[src/hw/grant_lock_map.svh]
/*
  Timing constants and reset values for the dual-port grant and lock arbiter.
  Assumes it is included by bare name from the arbiter package or modules.
*/
`ifndef GRANT_LOCK_MAP_SVH
`define GRANT_LOCK_MAP_SVH

`define GL_GRANT_RESET 1'b0
`define GL_DELAY_SHORT 2'h1
`define GL_DELAY_LONG 2'h2
`define GL_REFRESH_MIN_NS 40
`define GL_CLK_PERIOD_NS 4
`define GL_REFRESH_CYCLES ((`GL_REFRESH_MIN_NS + `GL_CLK_PERIOD_NS - 1) / `GL_CLK_PERIOD_NS)

`endif

[src/hw/grant_lock_pkg.sv]
/*
  Types shared by the dual-port grant and lock arbiter.
  Assumes the map header supplies all numeric constants.
*/
package grant_lock_pkg;

  typedef enum logic [1:0] {
    ARB_IDLE = 2'b00,
    ARB_REFRESH = 2'b01,
    ARB_SETTLE = 2'b10,
    ARB_ACCESS = 2'b11
  } arb_state_t;

  typedef struct packed {
    logic request;
    logic busy;
  } port_req_t;

endpackage

[src/hw/grant_switch_delay.sv]
/*
  Counts the clock periods between a grant change and the row strobe of the
  new owner's access. Assumes start is a one-cycle pulse on the grant edge.
*/
`timescale 1ns/10ps
`include "grant_lock_map.svh"

module grant_switch_delay (
  input wire logic clk, // System clock.
  input wire logic rst, // Synchronous reset, active high.
  input wire logic start, // Pulse on the grant change.
  input wire logic long_delay, // High selects two periods, low one.
  output logic done // Pulse when the delay has run out.
);

  logic [1:0] count_q;
  logic [1:0] count_d;
  logic [1:0] load_value;
  logic done_d;

  assign load_value = long_delay ? `GL_DELAY_LONG : `GL_DELAY_SHORT;
  assign count_d = start ? load_value : (count_q != 2'h0 ? count_q - 2'h1 : 2'h0);
  assign done_d = (count_q == 2'h1) && !start;

  always_ff @(posedge clk) begin
    if (rst) begin
      count_q <= 2'h0;
    end else begin
      count_q <= count_d;
    end
  end

  assign done = done_d;

endmodule // grant_switch_delay

[src/hw/dual_port_dram_grant_lock.sv]
/*
  Arbiter that hands one DRAM array to port A or port B, with a lock input and
  refresh priority. Assumes both requests are synchronous to REF_CLK and that
  the system steers shared address and control inputs by the grant output.
*/
// What this block does
// - A port kept out of the array gets wait states until it may reach memory.
// - The port-B grant output is high when port B owns the array and low for port A.
// - A waiting ungranted port takes the grant on a rising edge once the owner's request and hold are negated and no refresh is requested.
// - The row strobe for the new owner comes one or two clock periods after the grant switched, never before.
// - The grant stays put until the other port requests while the owner is not accessing.
// - While hold is asserted the grant stays fixed, yet refreshes still run.
// - Hold may be used by whichever port is currently granted.
// - The granted port ranks first, then refresh, then the ungranted one, and the last owner stays granted.
// - The grant moves to port B only on an edge where port A neither requests nor holds and port B requests.
// - An ungranted port B access starts on the first or second edge after the grant, as configured.
`timescale 1ns/10ps
`include "grant_lock_map.svh"

module dual_port_dram_grant_lock (
  input wire logic REF_CLK, // System clock, 250 MHz.
  input wire logic RST, // Synchronous reset, active high.
  input wire logic FIRST_PORT_ACCESS_REQUEST, // Port A access request, active high.
  input wire logic SECOND_PORT_ACCESS_REQUEST, // Port B access request, active high.
  input wire logic HOLD_LOCK, // Lock of the granted port, buffered per grant.
  input wire logic REFRESH_REQUEST, // Refresh wanted, active high.
  input wire logic LONG_GRANT_DELAY, // Configuration: two periods instead of one.
  output logic SECOND_PORT_OWNS_ARRAY, // Grant: high means port B owns the array.
  output logic ROW_STROBE, // Row strobe for the owner's access, active high.
  output logic REFRESH_ACTIVE, // Refresh cycle in progress.
  output logic FIRST_PORT_WAIT, // Wait states to port A.
  output logic SECOND_PORT_WAIT // Wait states to port B.
);

  grant_lock_pkg::arb_state_t state_q;
  grant_lock_pkg::arb_state_t state_d;
  grant_lock_pkg::port_req_t port_a;
  grant_lock_pkg::port_req_t port_b;
  logic grant_q;
  logic grant_d;
  logic [3:0] refresh_count_q;
  logic [3:0] refresh_count_d;
  logic owner_req;
  logic other_req;
  logic switch_grant;
  logic delay_done;
  logic refresh_done;

  // Requests are already on REF_CLK, so no synchroniser sits here.
  assign port_a = '{request: FIRST_PORT_ACCESS_REQUEST, busy: FIRST_PORT_ACCESS_REQUEST | (HOLD_LOCK & !grant_q)};
  assign port_b = '{request: SECOND_PORT_ACCESS_REQUEST, busy: SECOND_PORT_ACCESS_REQUEST | (HOLD_LOCK & grant_q)};

  assign owner_req = grant_q ? port_b.request : port_a.request;
  assign other_req = grant_q ? port_a.request : port_b.request;

  // The hold applies to whoever owns the grant, so the owner's busy term carries it.
  assign switch_grant = (state_q == grant_lock_pkg::ARB_IDLE) && !REFRESH_REQUEST &&
                        (grant_q ? (!port_b.busy && port_a.request)
                                 : (!port_a.busy && port_b.request));

  assign grant_d = switch_grant ? !grant_q : grant_q;

  assign refresh_done = (refresh_count_q == 4'h1);
  assign refresh_count_d = (state_q == grant_lock_pkg::ARB_IDLE && REFRESH_REQUEST && !owner_req) ?
                           4'(`GL_REFRESH_CYCLES) :
                           (refresh_count_q != 4'h0 ? refresh_count_q - 4'h1 : 4'h0);

  always_comb begin
    state_d = state_q;
    unique case (state_q)
      grant_lock_pkg::ARB_IDLE: begin
        if (REFRESH_REQUEST && !owner_req) begin
          state_d = grant_lock_pkg::ARB_REFRESH;
        end else if (switch_grant) begin
          state_d = grant_lock_pkg::ARB_SETTLE;
        end else if (owner_req) begin
          state_d = grant_lock_pkg::ARB_ACCESS;
        end
      end
      grant_lock_pkg::ARB_REFRESH: begin
        if (refresh_done) begin
          state_d = grant_lock_pkg::ARB_IDLE;
        end
      end
      grant_lock_pkg::ARB_SETTLE: begin
        if (delay_done) begin
          state_d = owner_req ? grant_lock_pkg::ARB_ACCESS : grant_lock_pkg::ARB_IDLE;
        end
      end
      grant_lock_pkg::ARB_ACCESS: begin
        if (!owner_req) begin
          state_d = grant_lock_pkg::ARB_IDLE;
        end
      end
    endcase
  end

  always_ff @(posedge REF_CLK) begin
    if (RST) begin
      state_q <= grant_lock_pkg::ARB_IDLE;
      grant_q <= `GL_GRANT_RESET;
      refresh_count_q <= 4'h0;
    end else begin
      state_q <= state_d;
      grant_q <= grant_d;
      refresh_count_q <= refresh_count_d;
    end
  end

  grant_switch_delay settle_timer (
    .clk(REF_CLK),
    .rst(RST),
    .start(switch_grant),
    .long_delay(LONG_GRANT_DELAY),
    .done(delay_done)
  );

  // The grant is a flop so the external buffers see a clean select.
  assign SECOND_PORT_OWNS_ARRAY = grant_q;
  assign ROW_STROBE = (state_q == grant_lock_pkg::ARB_ACCESS);
  assign REFRESH_ACTIVE = (state_q == grant_lock_pkg::ARB_REFRESH);
  // Requester waits until it owns the grant and its access is running.
  assign FIRST_PORT_WAIT = port_a.request && !(!grant_q && state_q == grant_lock_pkg::ARB_ACCESS);
  assign SECOND_PORT_WAIT = port_b.request && !(grant_q && state_q == grant_lock_pkg::ARB_ACCESS);

  logic unused_other;
  assign unused_other = other_req;

endmodule // dual_port_dram_grant_lock

[config.mk]
export PLATFORM = sky130hd
export DESIGN_NAME = dual_port_dram_grant_lock
export DESIGN_NICKNAME = d
export VERILOG_FILES = /design/src/hw/grant_lock_pkg.sv /design/src/hw/grant_switch_delay.sv /design/src/hw/dual_port_dram_grant_lock.sv
export VERILOG_INCLUDE_DIRS = /design/src /design/src/hw
export SDC_FILE = /design/constraint.sdc
export NUM_CORES = 1
export LEC_CHECK = 0
export ABC_AREA = 1
export BUFFER_PORTS_ARGS = -buffer_cell sky130_fd_sc_hd__buf_4
export CORE_MARGIN = 2
export CORE_UTILIZATION = 35
export DETAILED_ROUTE_END_ITERATION = 7
export GPL_TIMING_DRIVEN = 0
export SLEW_MARGIN = 20
export SYNTH_ARGS = -nofsm -noshare
export SYNTH_HDL_FRONTEND = slang
export SYNTH_SLANG_ARGS = --single-unit
export TNS_END_PERCENT = 20
[constraint.sdc]
create_clock -name REF_CLK -period 1.05 [get_ports REF_CLK]
set_input_delay 0.21 -clock REF_CLK [delete_from_list [all_inputs] [get_ports REF_CLK]]
set_output_delay 0.21 -clock REF_CLK [all_outputs]
set_load 0.005 [all_outputs]
==> run summary, run 1 <==
Layout Utilization -> 0.498
RSZ-0062 raised after global routing -> yes
Clock period minus worst slack -> 1.19 ns
Rows -> 14
VDD IR max -> 0.000885 V
Tot Pwr -> 1.65 mW
Final wirelength -> 1100 um
Syn_nets -> 84
Starting density of the core -> 0.366
Crit path required time -> 0.84 ns
Synth Area per Inst -> 6.99 um2
Largest net degree at the start of global routing -> 8
CTS buffer count -> 3
Fin cells -> 109
H-tree depth -> 1
Clock-pin slew on the worst setup and hold paths -> 0.06 ns
Post-route setup slack -> -0.144 ns
Final worst path period share -> 1.14
First-pass GRT wire length -> 2010 um
Pwr/cell area -> 2260 nW/um2
Post-CTS Hold Buffers -> 0
Nets -> 101
Via count -> 519
Post-DP HPWL -> 837 um
Max Fclk -> 837 MHz
CP Launch Type -> register
# IOs -> 12
Die outline height -> 43.2 um
Syn. warnings -> 0
Max-slew headroom at the worst pin -> 0.846
Drt first pass iters -> 6
Critical Path AT -> 0.98 ns
Seq/Total Area, Yosys -> 0.335
Final slew viol count -> 0
Number of routed nets with antenna violations -> 0
FF+latch count, synth -> 9
TritonCTS clock tree -> built
Antenna cell count -> 0
Iteration-0 DRC Markers -> 9
WL/cell -> 10.1 um
Worst Setup End Kind -> output pin
Routability Congestion -> 0.763
Initial antenna violation count -> 0
Share of cells above drive strength 1 -> 0.419
Synthesized instance count -> 77
Port Buffers -> 11
Dpl cells -> 104
Vias in the first global route -> 512
Mapped cell area -> 538 um2
Overall routing resource usage -> 0.150
Crit-path max FO -> 4
# DRC -> 0
CTS Sinks -> 9
Least-Margin Pin Slew -> 0.228 ns
Type of the most critical hold path -> input port to register
Placeable core region -> 1470 um2
Crit path kind -> register to output pin
Failing checks -> negative setup slack
Clock Skew -> 0.00364 ns
Final Hold Viols -> 0
CTS Root Cell -> clkbuf_4
Die area -> 1870 um2
Clock Latency Late Sink -> 0.26 ns
CTS max path bufs -> 2
Die boundary width -> 43.2 um
Setup violations, final -> 9
Leak -> 0.365 nW
Vias per std cell -> 4.76
Remaining Overflow, GRT -> 0
Syn-to-layout area delta -> 36.3%
Max-cap violations -> 0
Yosys cell types -> 21
Status -> finished, violations left
## metrics by stage
stage               setup TNS (ns)  hold slack [ns]  cell area [um2]  setup slack [ns]
floorplan                 -0.00112            0.279              539          -0.00112
global placement            -0.291            0.408              642            -0.114
detailed placement          -0.314            0.409              642            -0.114
CTS                         -0.868            0.124              714            -0.151
global route                 -1.53            0.127              733            -0.208
finish                      -0.841            0.132              733            -0.144
## final cells by class
class | count | area [um2]
clock buffer | 4 | 26.3
fill | 158 | 738
inverter | 15 | 58.8
multi-input combinational | 53 | 335
sequential | 9 | 191
tap | 16 | 20.0
timing repair buffer | 12 | 101
## synth_stat cells
cell,n,area [um2]
a21oi_1,8,40.0
nand3_4,1,17.5
o21ai_0,3,15.0
dfxtp_1,9,180
o22ai_1,1,6.26
nand3_1,2,10.0
nand2_4,2,22.5
a211oi_1,1,7.51
nand2_2,2,12.5
nor2_2,2,12.5
o21ai_2,2,17.5
nor3_1,2,10.0
nor2_1,11,41.3
nand3b_1,1,7.51
xor2_1,1,8.76
inv_2,2,7.51
or2_2,1,6.26
nor2_8,1,20.0
nand2_1,11,41.3
inv_1,13,48.8
o21ai_1,1,5.00
## worst paths after layout
| check | startpoint | end | slack, ns | cells after the start |
|---|---|---|---|---|
| min reg2reg | refresh_count_q[3] | refresh_count_q[3] | 0.48 | 2 |
| max | state_q[1] | SECOND_PORT_WAIT | -0.14 | 4 |
| max reg2reg | state_q[0] | state_q[0] | -0.13 | 7 |
| min | LONG_GRANT_DELAY | settle_timer.count_q[0] | 0.13 | 2 |
## layout by cell type (no fill, tap or decap), drive strengths merged
cell,instances
a211oi,1
a21oi,8
buf,12
clkbuf,4
dfxtp,9
inv,15
nand2,15
nand3,3
nand3b,1
nor2,14
nor3,2
o21ai,6
o22ai,1
or2,1
xor2,1
## state kept, by name (all words and copies together), names as in the netlist
register / cells
state_q: 2
refresh_count_q: 4
SECOND_PORT_OWNS_ARRAY: 1
settle_timer.count_q: 2
## per-layer routing
metal	global-route usage	routed length [um]	vias up
li1	-	-	274
met1	0.160	468	229
met2	0.251	560	14
met3	0.0638	64	2
met4	0.0727	5	0
met5	0	0	-
## cell families after synthesis
kind of cell	count (synthesis)	share of synthesized area
flip-flops	9	0.335
XOR/XNOR	1	0.0163
AND/OR/NAND/NOR	36	0.374
AO/OA/AOI/OAI	16	0.170
buffers and inverters	15	0.105
## where the power goes
part           total, mW  leakage, nW  switching, mW  internal [mW]
combinational      0.785        0.274          0.440          0.345
clock              0.272       0.0150          0.125          0.147
sequential         0.597       0.0759          0.130          0.467
## worst max-delay path, stage by stage (launching register included)
cell     delay (ns)
dfxtp_4        0.39
nand2_4        0.06
o21ai_1        0.11
inv_1          0.06
buf_6          0.11
## repair_timing
action,in CTS,in global routing
buffers inserted,1,0
hold endpoints to repair,0,0
pin swaps,2,0
endpoints found under the setup margin,11,11
resized for setup,15,5
No activity file was read; power rests on OpenSTA's default activity.
==> inputs of run 2 (changes only) <==
--- a/config.mk
+++ b/config.mk
@@ -8,10 +8,13 @@
 export LEC_CHECK = 0
 export ABC_AREA = 1
 export BUFFER_PORTS_ARGS = -buffer_cell sky130_fd_sc_hd__buf_4
+export CELL_PAD_IN_SITES_DETAIL_PLACEMENT = 2
+export CELL_PAD_IN_SITES_GLOBAL_PLACEMENT = 2
 export CORE_MARGIN = 2
-export CORE_UTILIZATION = 35
+export CORE_UTILIZATION = 24
 export DETAILED_ROUTE_END_ITERATION = 7
 export GPL_TIMING_DRIVEN = 0
+export PLACE_DENSITY_LB_ADDON = 0.1
 export SLEW_MARGIN = 20
 export SYNTH_ARGS = -nofsm -noshare
 export SYNTH_HDL_FRONTEND = slang
==> run summary, run 2 (synthesis gave the netlist of run 1 again) <==
First-pass GRT wire length -> 2410 um (was 2010 um)
RSZ-0062 raised after global routing -> yes (unchanged)
Post-DP HPWL -> 1190 um (was 837 um)
Clock period minus worst slack -> 1.20 ns (was 1.19 ns)
Setup violations, final -> 13 (was 9)
CTS max path bufs -> 2 (unchanged)
Vias per std cell -> 4.40 (was 4.76)
Die boundary width -> 51.3 um (was 43.2 um)
Final wirelength -> 1430 um (was 1100 um)
CTS Sinks -> 9 (unchanged)
Max-slew headroom at the worst pin -> 0.838 (was 0.846)
Most frequent cells in the layout -> inv_1, buf_4, nor2_1, nand2_1, a21oi_1 (was inv_1, nand2_1, buf_4)
Type of the most critical hold path -> input port to register (unchanged)
Top reg by flops -> refresh_count_q (unchanged)
Worst Setup End Kind -> output pin (unchanged)
Drt first pass iters -> 2 (was 6)
Clock Skew -> 0.000439 ns (was 0.00364 ns)
Share of cells above drive strength 1 -> 0.463 (was 0.419)
Hold_ws -> 0.140 ns (was 0.132 ns)
Leak -> 0.377 nW (was 0.365 nW)
Critical Path AT -> 0.99 ns (was 0.98 ns)
Nets -> 103 (was 101)
Post-CTS Hold Buffers -> 0 (unchanged)
Setup Total Neg Slack -> -1.20 ns (was -0.841 ns)
Least-Margin Pin Slew -> 0.244 ns (was 0.228 ns)
Clock-pin slew on the worst setup and hold paths -> 0.06 ns (about the same)
# DRC -> 0 (unchanged)
Crit path required time -> 0.84 ns (about the same)
Starting density of the core -> 0.248 (was 0.366)
Pwr/cell area -> 2310 nW/um2 (was 2260 nW/um2)
VDD IR max -> 0.000774 V (was 0.000885 V)
Die outline height -> 51.3 um (was 43.2 um)
Antenna cell count -> 0 (unchanged)
Rows -> 17 (was 14)
Via count -> 541 (was 519)
WL/cell -> 11.6 um (was 10.1 um)
CP Launch Type -> register (unchanged)
Largest net degree at the start of global routing -> 8 (unchanged)
Failing checks -> negative setup slack (unchanged)
Final worst path period share -> 1.14 (about the same)
Status -> finished, violations left (unchanged)
Max FFs per register -> 4 (unchanged)
Crit path kind -> register to output pin (unchanged)
Initial antenna violation count -> 0 (unchanged)
Placeable core region -> 2170 um2 (was 1470 um2)
Syn-to-layout area delta -> 45.3% (was 36.3%)
Top Registers -> refresh_count_q x4, settle_timer.count_q x2, state_q x2 (unchanged)
Vias in the first global route -> 570 (was 512)
Post-route setup slack -> -0.152 ns (was -0.144 ns)
Die area -> 2640 um2 (was 1870 um2)
Final slew viol count -> 0 (unchanged)
Crit-path max FO -> 4 (unchanged)
Routability Congestion -> 0.702 (was 0.763)
Final Hold Viols -> 0 (unchanged)
CTS buffer count -> 3 (unchanged)
Number of routed nets with antenna violations -> 0 (unchanged)
TritonCTS clock tree -> built (unchanged)
CTS Root Cell -> clkbuf_4 (unchanged)
Overall routing resource usage -> 0.127 (was 0.150)
Remaining Overflow, GRT -> 0 (unchanged)
Max Fclk -> 832 MHz (was 837 MHz)
Clock Latency Late Sink -> 0.25 ns (was 0.26 ns)
Iteration-0 DRC Markers -> 3 (was 9)
Port Buffers -> 11 (unchanged)
# IOs -> 12 (unchanged)
H-tree depth -> 1 (unchanged)
Max-cap violations -> 0 (unchanged)
-- run 2: path summary, 6_finish.rpt --
| check | start | end | slack [ns] | depth (start not counted) |
|---|---|---|---|---|
| hold reg to reg | refresh_count_q[0] | refresh_count_q[0] | 0.48 | 1 |
| setup / recovery | state_q[1] | SECOND_PORT_WAIT | -0.15 | 4 |
| hold / removal | LONG_GRANT_DELAY | settle_timer.count_q[0] | 0.14 | 2 |
| setup reg to reg | state_q[0] | state_q[0] | -0.15 | 7 |
-- run 2: per-layer routing --
| layer | wire (um) | track usage |
|---|---|---|
| met1 | 593 | 0.143 |
| met2 | 794 | 0.216 |
| met3 | 22 | 0.0263 |
| met4 | 19 | 0.0789 |
| met5 | 0 | 0 |
-- run 2: layout make-up --
class	instances	area [um2]
Clock buffer	4	26.3
Fill cell	271	1390
Inverter	15	61.3
Multi-Input combinational cell	53	354
Sequential cell	9	193
Tap cell	28	35.0
Timing Repair Buffer	14	113
-- run 2: worst max-delay path, stage by stage, from the launching register on --
cell	delay, ns
dfxtp_4	0.39
nand2_4	0.07
o21ai_2	0.11
inv_1	0.05
buf_4	0.13
-- run 2: repair_timing --
| action | in CTS | in global routing |
|---|---|---|
| endpoints found under the setup margin | 13 | 13 |
| resized for setup | 18 | 8 |
| pin swaps | 8 | 5 |
| buffers inserted | 2 | 1 |
-- run 2: through the flow --
step,power (mW),cells,utilization,area [um2],setup WS [ns]
2_1_floorplan,1.06,77,-,539,-0.00112
3_3_place_gp,1.25,116,0.303,657,-0.158
3_5_place_dp,1.29,116,0.303,657,-0.210
4_1_cts,1.73,122,0.344,747,-0.170
5_1_grt,2.00,123,0.360,782,-0.228
6_report,1.81,123,0.360,782,-0.152
-- run 2: where the power goes --
part | internal, mW | switching (mW)
combinational | 0.425 | 0.511
clock | 0.146 | 0.116
sequential | 0.471 | 0.139
==> inputs of run 3 (changes only) <==
--- a/config.mk
+++ b/config.mk
@@ -14,8 +14,7 @@
 export CORE_UTILIZATION = 24
 export DETAILED_ROUTE_END_ITERATION = 7
 export GPL_TIMING_DRIVEN = 0
-export PLACE_DENSITY_LB_ADDON = 0.1
-export SLEW_MARGIN = 20
+export PLACE_DENSITY = 0.74
 export SYNTH_ARGS = -nofsm -noshare
 export SYNTH_HDL_FRONTEND = slang
 export SYNTH_SLANG_ARGS = --single-unit
==> run summary, run 3 (synthesis gave the netlist of run 1 again) <==
Status -> finished, violations left (unchanged)
Failing checks -> negative setup slack (unchanged)
# IOs -> 12 (unchanged)
Routability Congestion -> 0.754 (was 0.702)
Port Buffers -> 11 (unchanged)
Worst Setup End Kind -> output pin (unchanged)
Drt first pass iters -> 1 (was 2)
CTS Root Cell -> clkbuf_4 (unchanged)
CTS buffer count -> 3 (unchanged)
Least-Margin Pin Slew -> 0.254 ns (was 0.244 ns)
Critical Path AT -> 1.05 ns (was 0.99 ns)
Crit path kind -> register to output pin (unchanged)
Hold path cells -> 2 (unchanged)
Largest net degree at the start of global routing -> 8 (unchanged)
Crit-path max FO -> 4 (unchanged)
Type of the most critical hold path -> input port to register (unchanged)
Final worst path period share -> 1.20 (was 1.14)
Clock period minus worst slack -> 1.26 ns (was 1.20 ns)
Clock Latency Late Sink -> 0.26 ns (was 0.25 ns)
Top Registers -> refresh_count_q x4, settle_timer.count_q x2, state_q x2 (unchanged)
Rows -> 17 (unchanged)
Final Hold Viols -> 0 (unchanged)
Remaining Overflow, GRT -> 0 (unchanged)
Vias in the first global route -> 614 (was 570)
Worst R2R Path Depth -> 6 (was 7)
Hold_ws -> 0.125 ns (was 0.140 ns)
Post-DP HPWL -> 1230 um (was 1190 um)
Final wirelength -> 1490 um (was 1430 um)
Starting density of the core -> 0.248 (unchanged)
Clock-pin slew on the worst setup and hold paths -> 0.06 ns (about the same)
Final standard cell area without fillers -> 732 um2 (was 782 um2)
Dpl cells -> 116 (unchanged)
Die outline height -> 51.3 um (unchanged)
RR Startpoint -> state_q[1] (was state_q[0])
H-tree depth -> 1 (unchanged)
Total placed instance area -> 657 um2 (unchanged)
TritonCTS clock tree -> built (unchanged)
Die boundary width -> 51.3 um (unchanged)
Number of routed nets with antenna violations -> 0 (unchanged)
Setup violations, final -> 9 (was 13)
Share of cells above drive strength 1 -> 0.441 (was 0.463)
Most frequent cells in the layout -> inv_1, buf_4, nor2_1 (was inv_1, buf_4, nor2_1, nand2_1, a21oi_1)
Max-slew headroom at the worst pin -> 0.831 (was 0.838)
Fin cells -> 121 (was 123)
Clock Skew -> 0.00726 ns (was 0.000439 ns)
RSZ-0062 raised after global routing -> yes (unchanged)
CP Launch Type -> register (unchanged)
Die area -> 2640 um2 (unchanged)
CTS max path bufs -> 2 (unchanged)
Max Fclk -> 796 MHz (was 832 MHz)
Final slew viol count -> 0 (unchanged)
Overall routing resource usage -> 0.139 (was 0.127)
Vias per std cell -> 4.55 (was 4.40)
Pwr/cell area -> 2270 nW/um2 (was 2310 nW/um2)
Post-CTS Hold Buffers -> 0 (unchanged)
Initial antenna violation count -> 0 (unchanged)
# DRC -> 0 (unchanged)
CTS Sinks -> 9 (unchanged)
Reg-to-Reg End -> state_q[0] (unchanged)
Via count -> 551 (was 541)
Hold Path Sink -> settle_timer.count_q[0] (unchanged)
Antenna cell count -> 0 (unchanged)
First-pass GRT wire length -> 2620 um (was 2410 um)
Placeable core region -> 2170 um2 (unchanged)
Reg-to-reg slack, setup -> -0.12 ns (was -0.15 ns)
Max FFs per register -> 4 (unchanged)
Top reg by flops -> refresh_count_q (unchanged)
Max-cap violations -> 0 (unchanged)
Syn-to-layout area delta -> 36.0% (was 45.3%)
Post-route setup slack -> -0.206 ns (was -0.152 ns)
Min-delay src -> LONG_GRANT_DELAY (unchanged)
Iteration-0 DRC Markers -> 0 (was 3)
Crit path required time -> 0.84 ns (about the same)
Leak -> 0.353 nW (was 0.377 nW)
Nets -> 101 (was 103)
VDD IR max -> 0.000647 V (was 0.000774 V)
Most common cell after layout, fill and taps aside -> inv_1
WL/cell -> 12.3 um (was 11.6 um)
==> run 3: cell types whose count changed in the layout (fill, tap and decap cells not counted), sizes merged <==
| cell | previous run | this run |
|---|---|---|
| buf | 14 | 12 |
==> run 3: per-stage QoR <==
| stage | setup slack, ns | total power [mW] | utilization | TNS, ns |
|---|---|---|---|---|
| CTS | -0.187 | 1.62 | 0.325 | -1.09 |
| global placement | -0.130 | 1.25 | 0.303 | -0.417 |
| detailed placement | -0.180 | 1.29 | 0.303 | -0.689 |
| floorplan | -0.00112 | 1.06 | - | -0.00112 |
| global route | -0.261 | 1.83 | 0.337 | -1.95 |
| finish | -0.206 | 1.66 | 0.337 | -1.04 |
==> run 3: metal layers <==
metal | track usage | routed length, um | up-vias
met3 | 0.0263 | 34 | 6
met2 | 0.255 | 842 | 10
met5 | 0 | 0 | -
met1 | 0.135 | 559 | 261
li1 | - | - | 274
met4 | 0.110 | 55 | 0
==> run 3: cell type report <==
type	count	area (um2)
fill	281	1440
clock buffer	4	26.3
timing repair buffer	12	93.8
sequential	9	188
tap	28	35.0
multi-input combinational	53	330
inverter	15	58.8
==> run 3: how the worst max path moves through the flow <==
stage	from	to	slack (ns)
CTS	state_q[0]	SECOND_PORT_WAIT	-0.19
floorplan	SECOND_PORT_OWNS_ARRAY	state_q[1]	-0.001
detailed placement	SECOND_PORT_OWNS_ARRAY	state_q[1]	-0.18
global placement	REFRESH_REQUEST	state_q[1]	-0.13
finish	state_q[0]	FIRST_PORT_WAIT	-0.21
global route	state_q[0]	FIRST_PORT_WAIT	-0.26
==> run 3: where the power goes <==
part           internal (mW)  switching (mW)
logic                  0.335           0.482
clock network          0.147           0.122
registers              0.458           0.115
==> run 3: what timing repair did <==
item | in CTS | in global routing
setup buffers | 0 | 1
cloned | 0 | 0
resized for setup | 11 | 7
endpoints found under the setup margin | 13 | 13
==> run 3: worst max-delay path, cell delays in order, from the launching register on <==
cell and delay [ns]:
dfxtp_2 0.34, nand2_2 0.10, inv_2 0.06, a21oi_2 0.15, buf_4 0.13
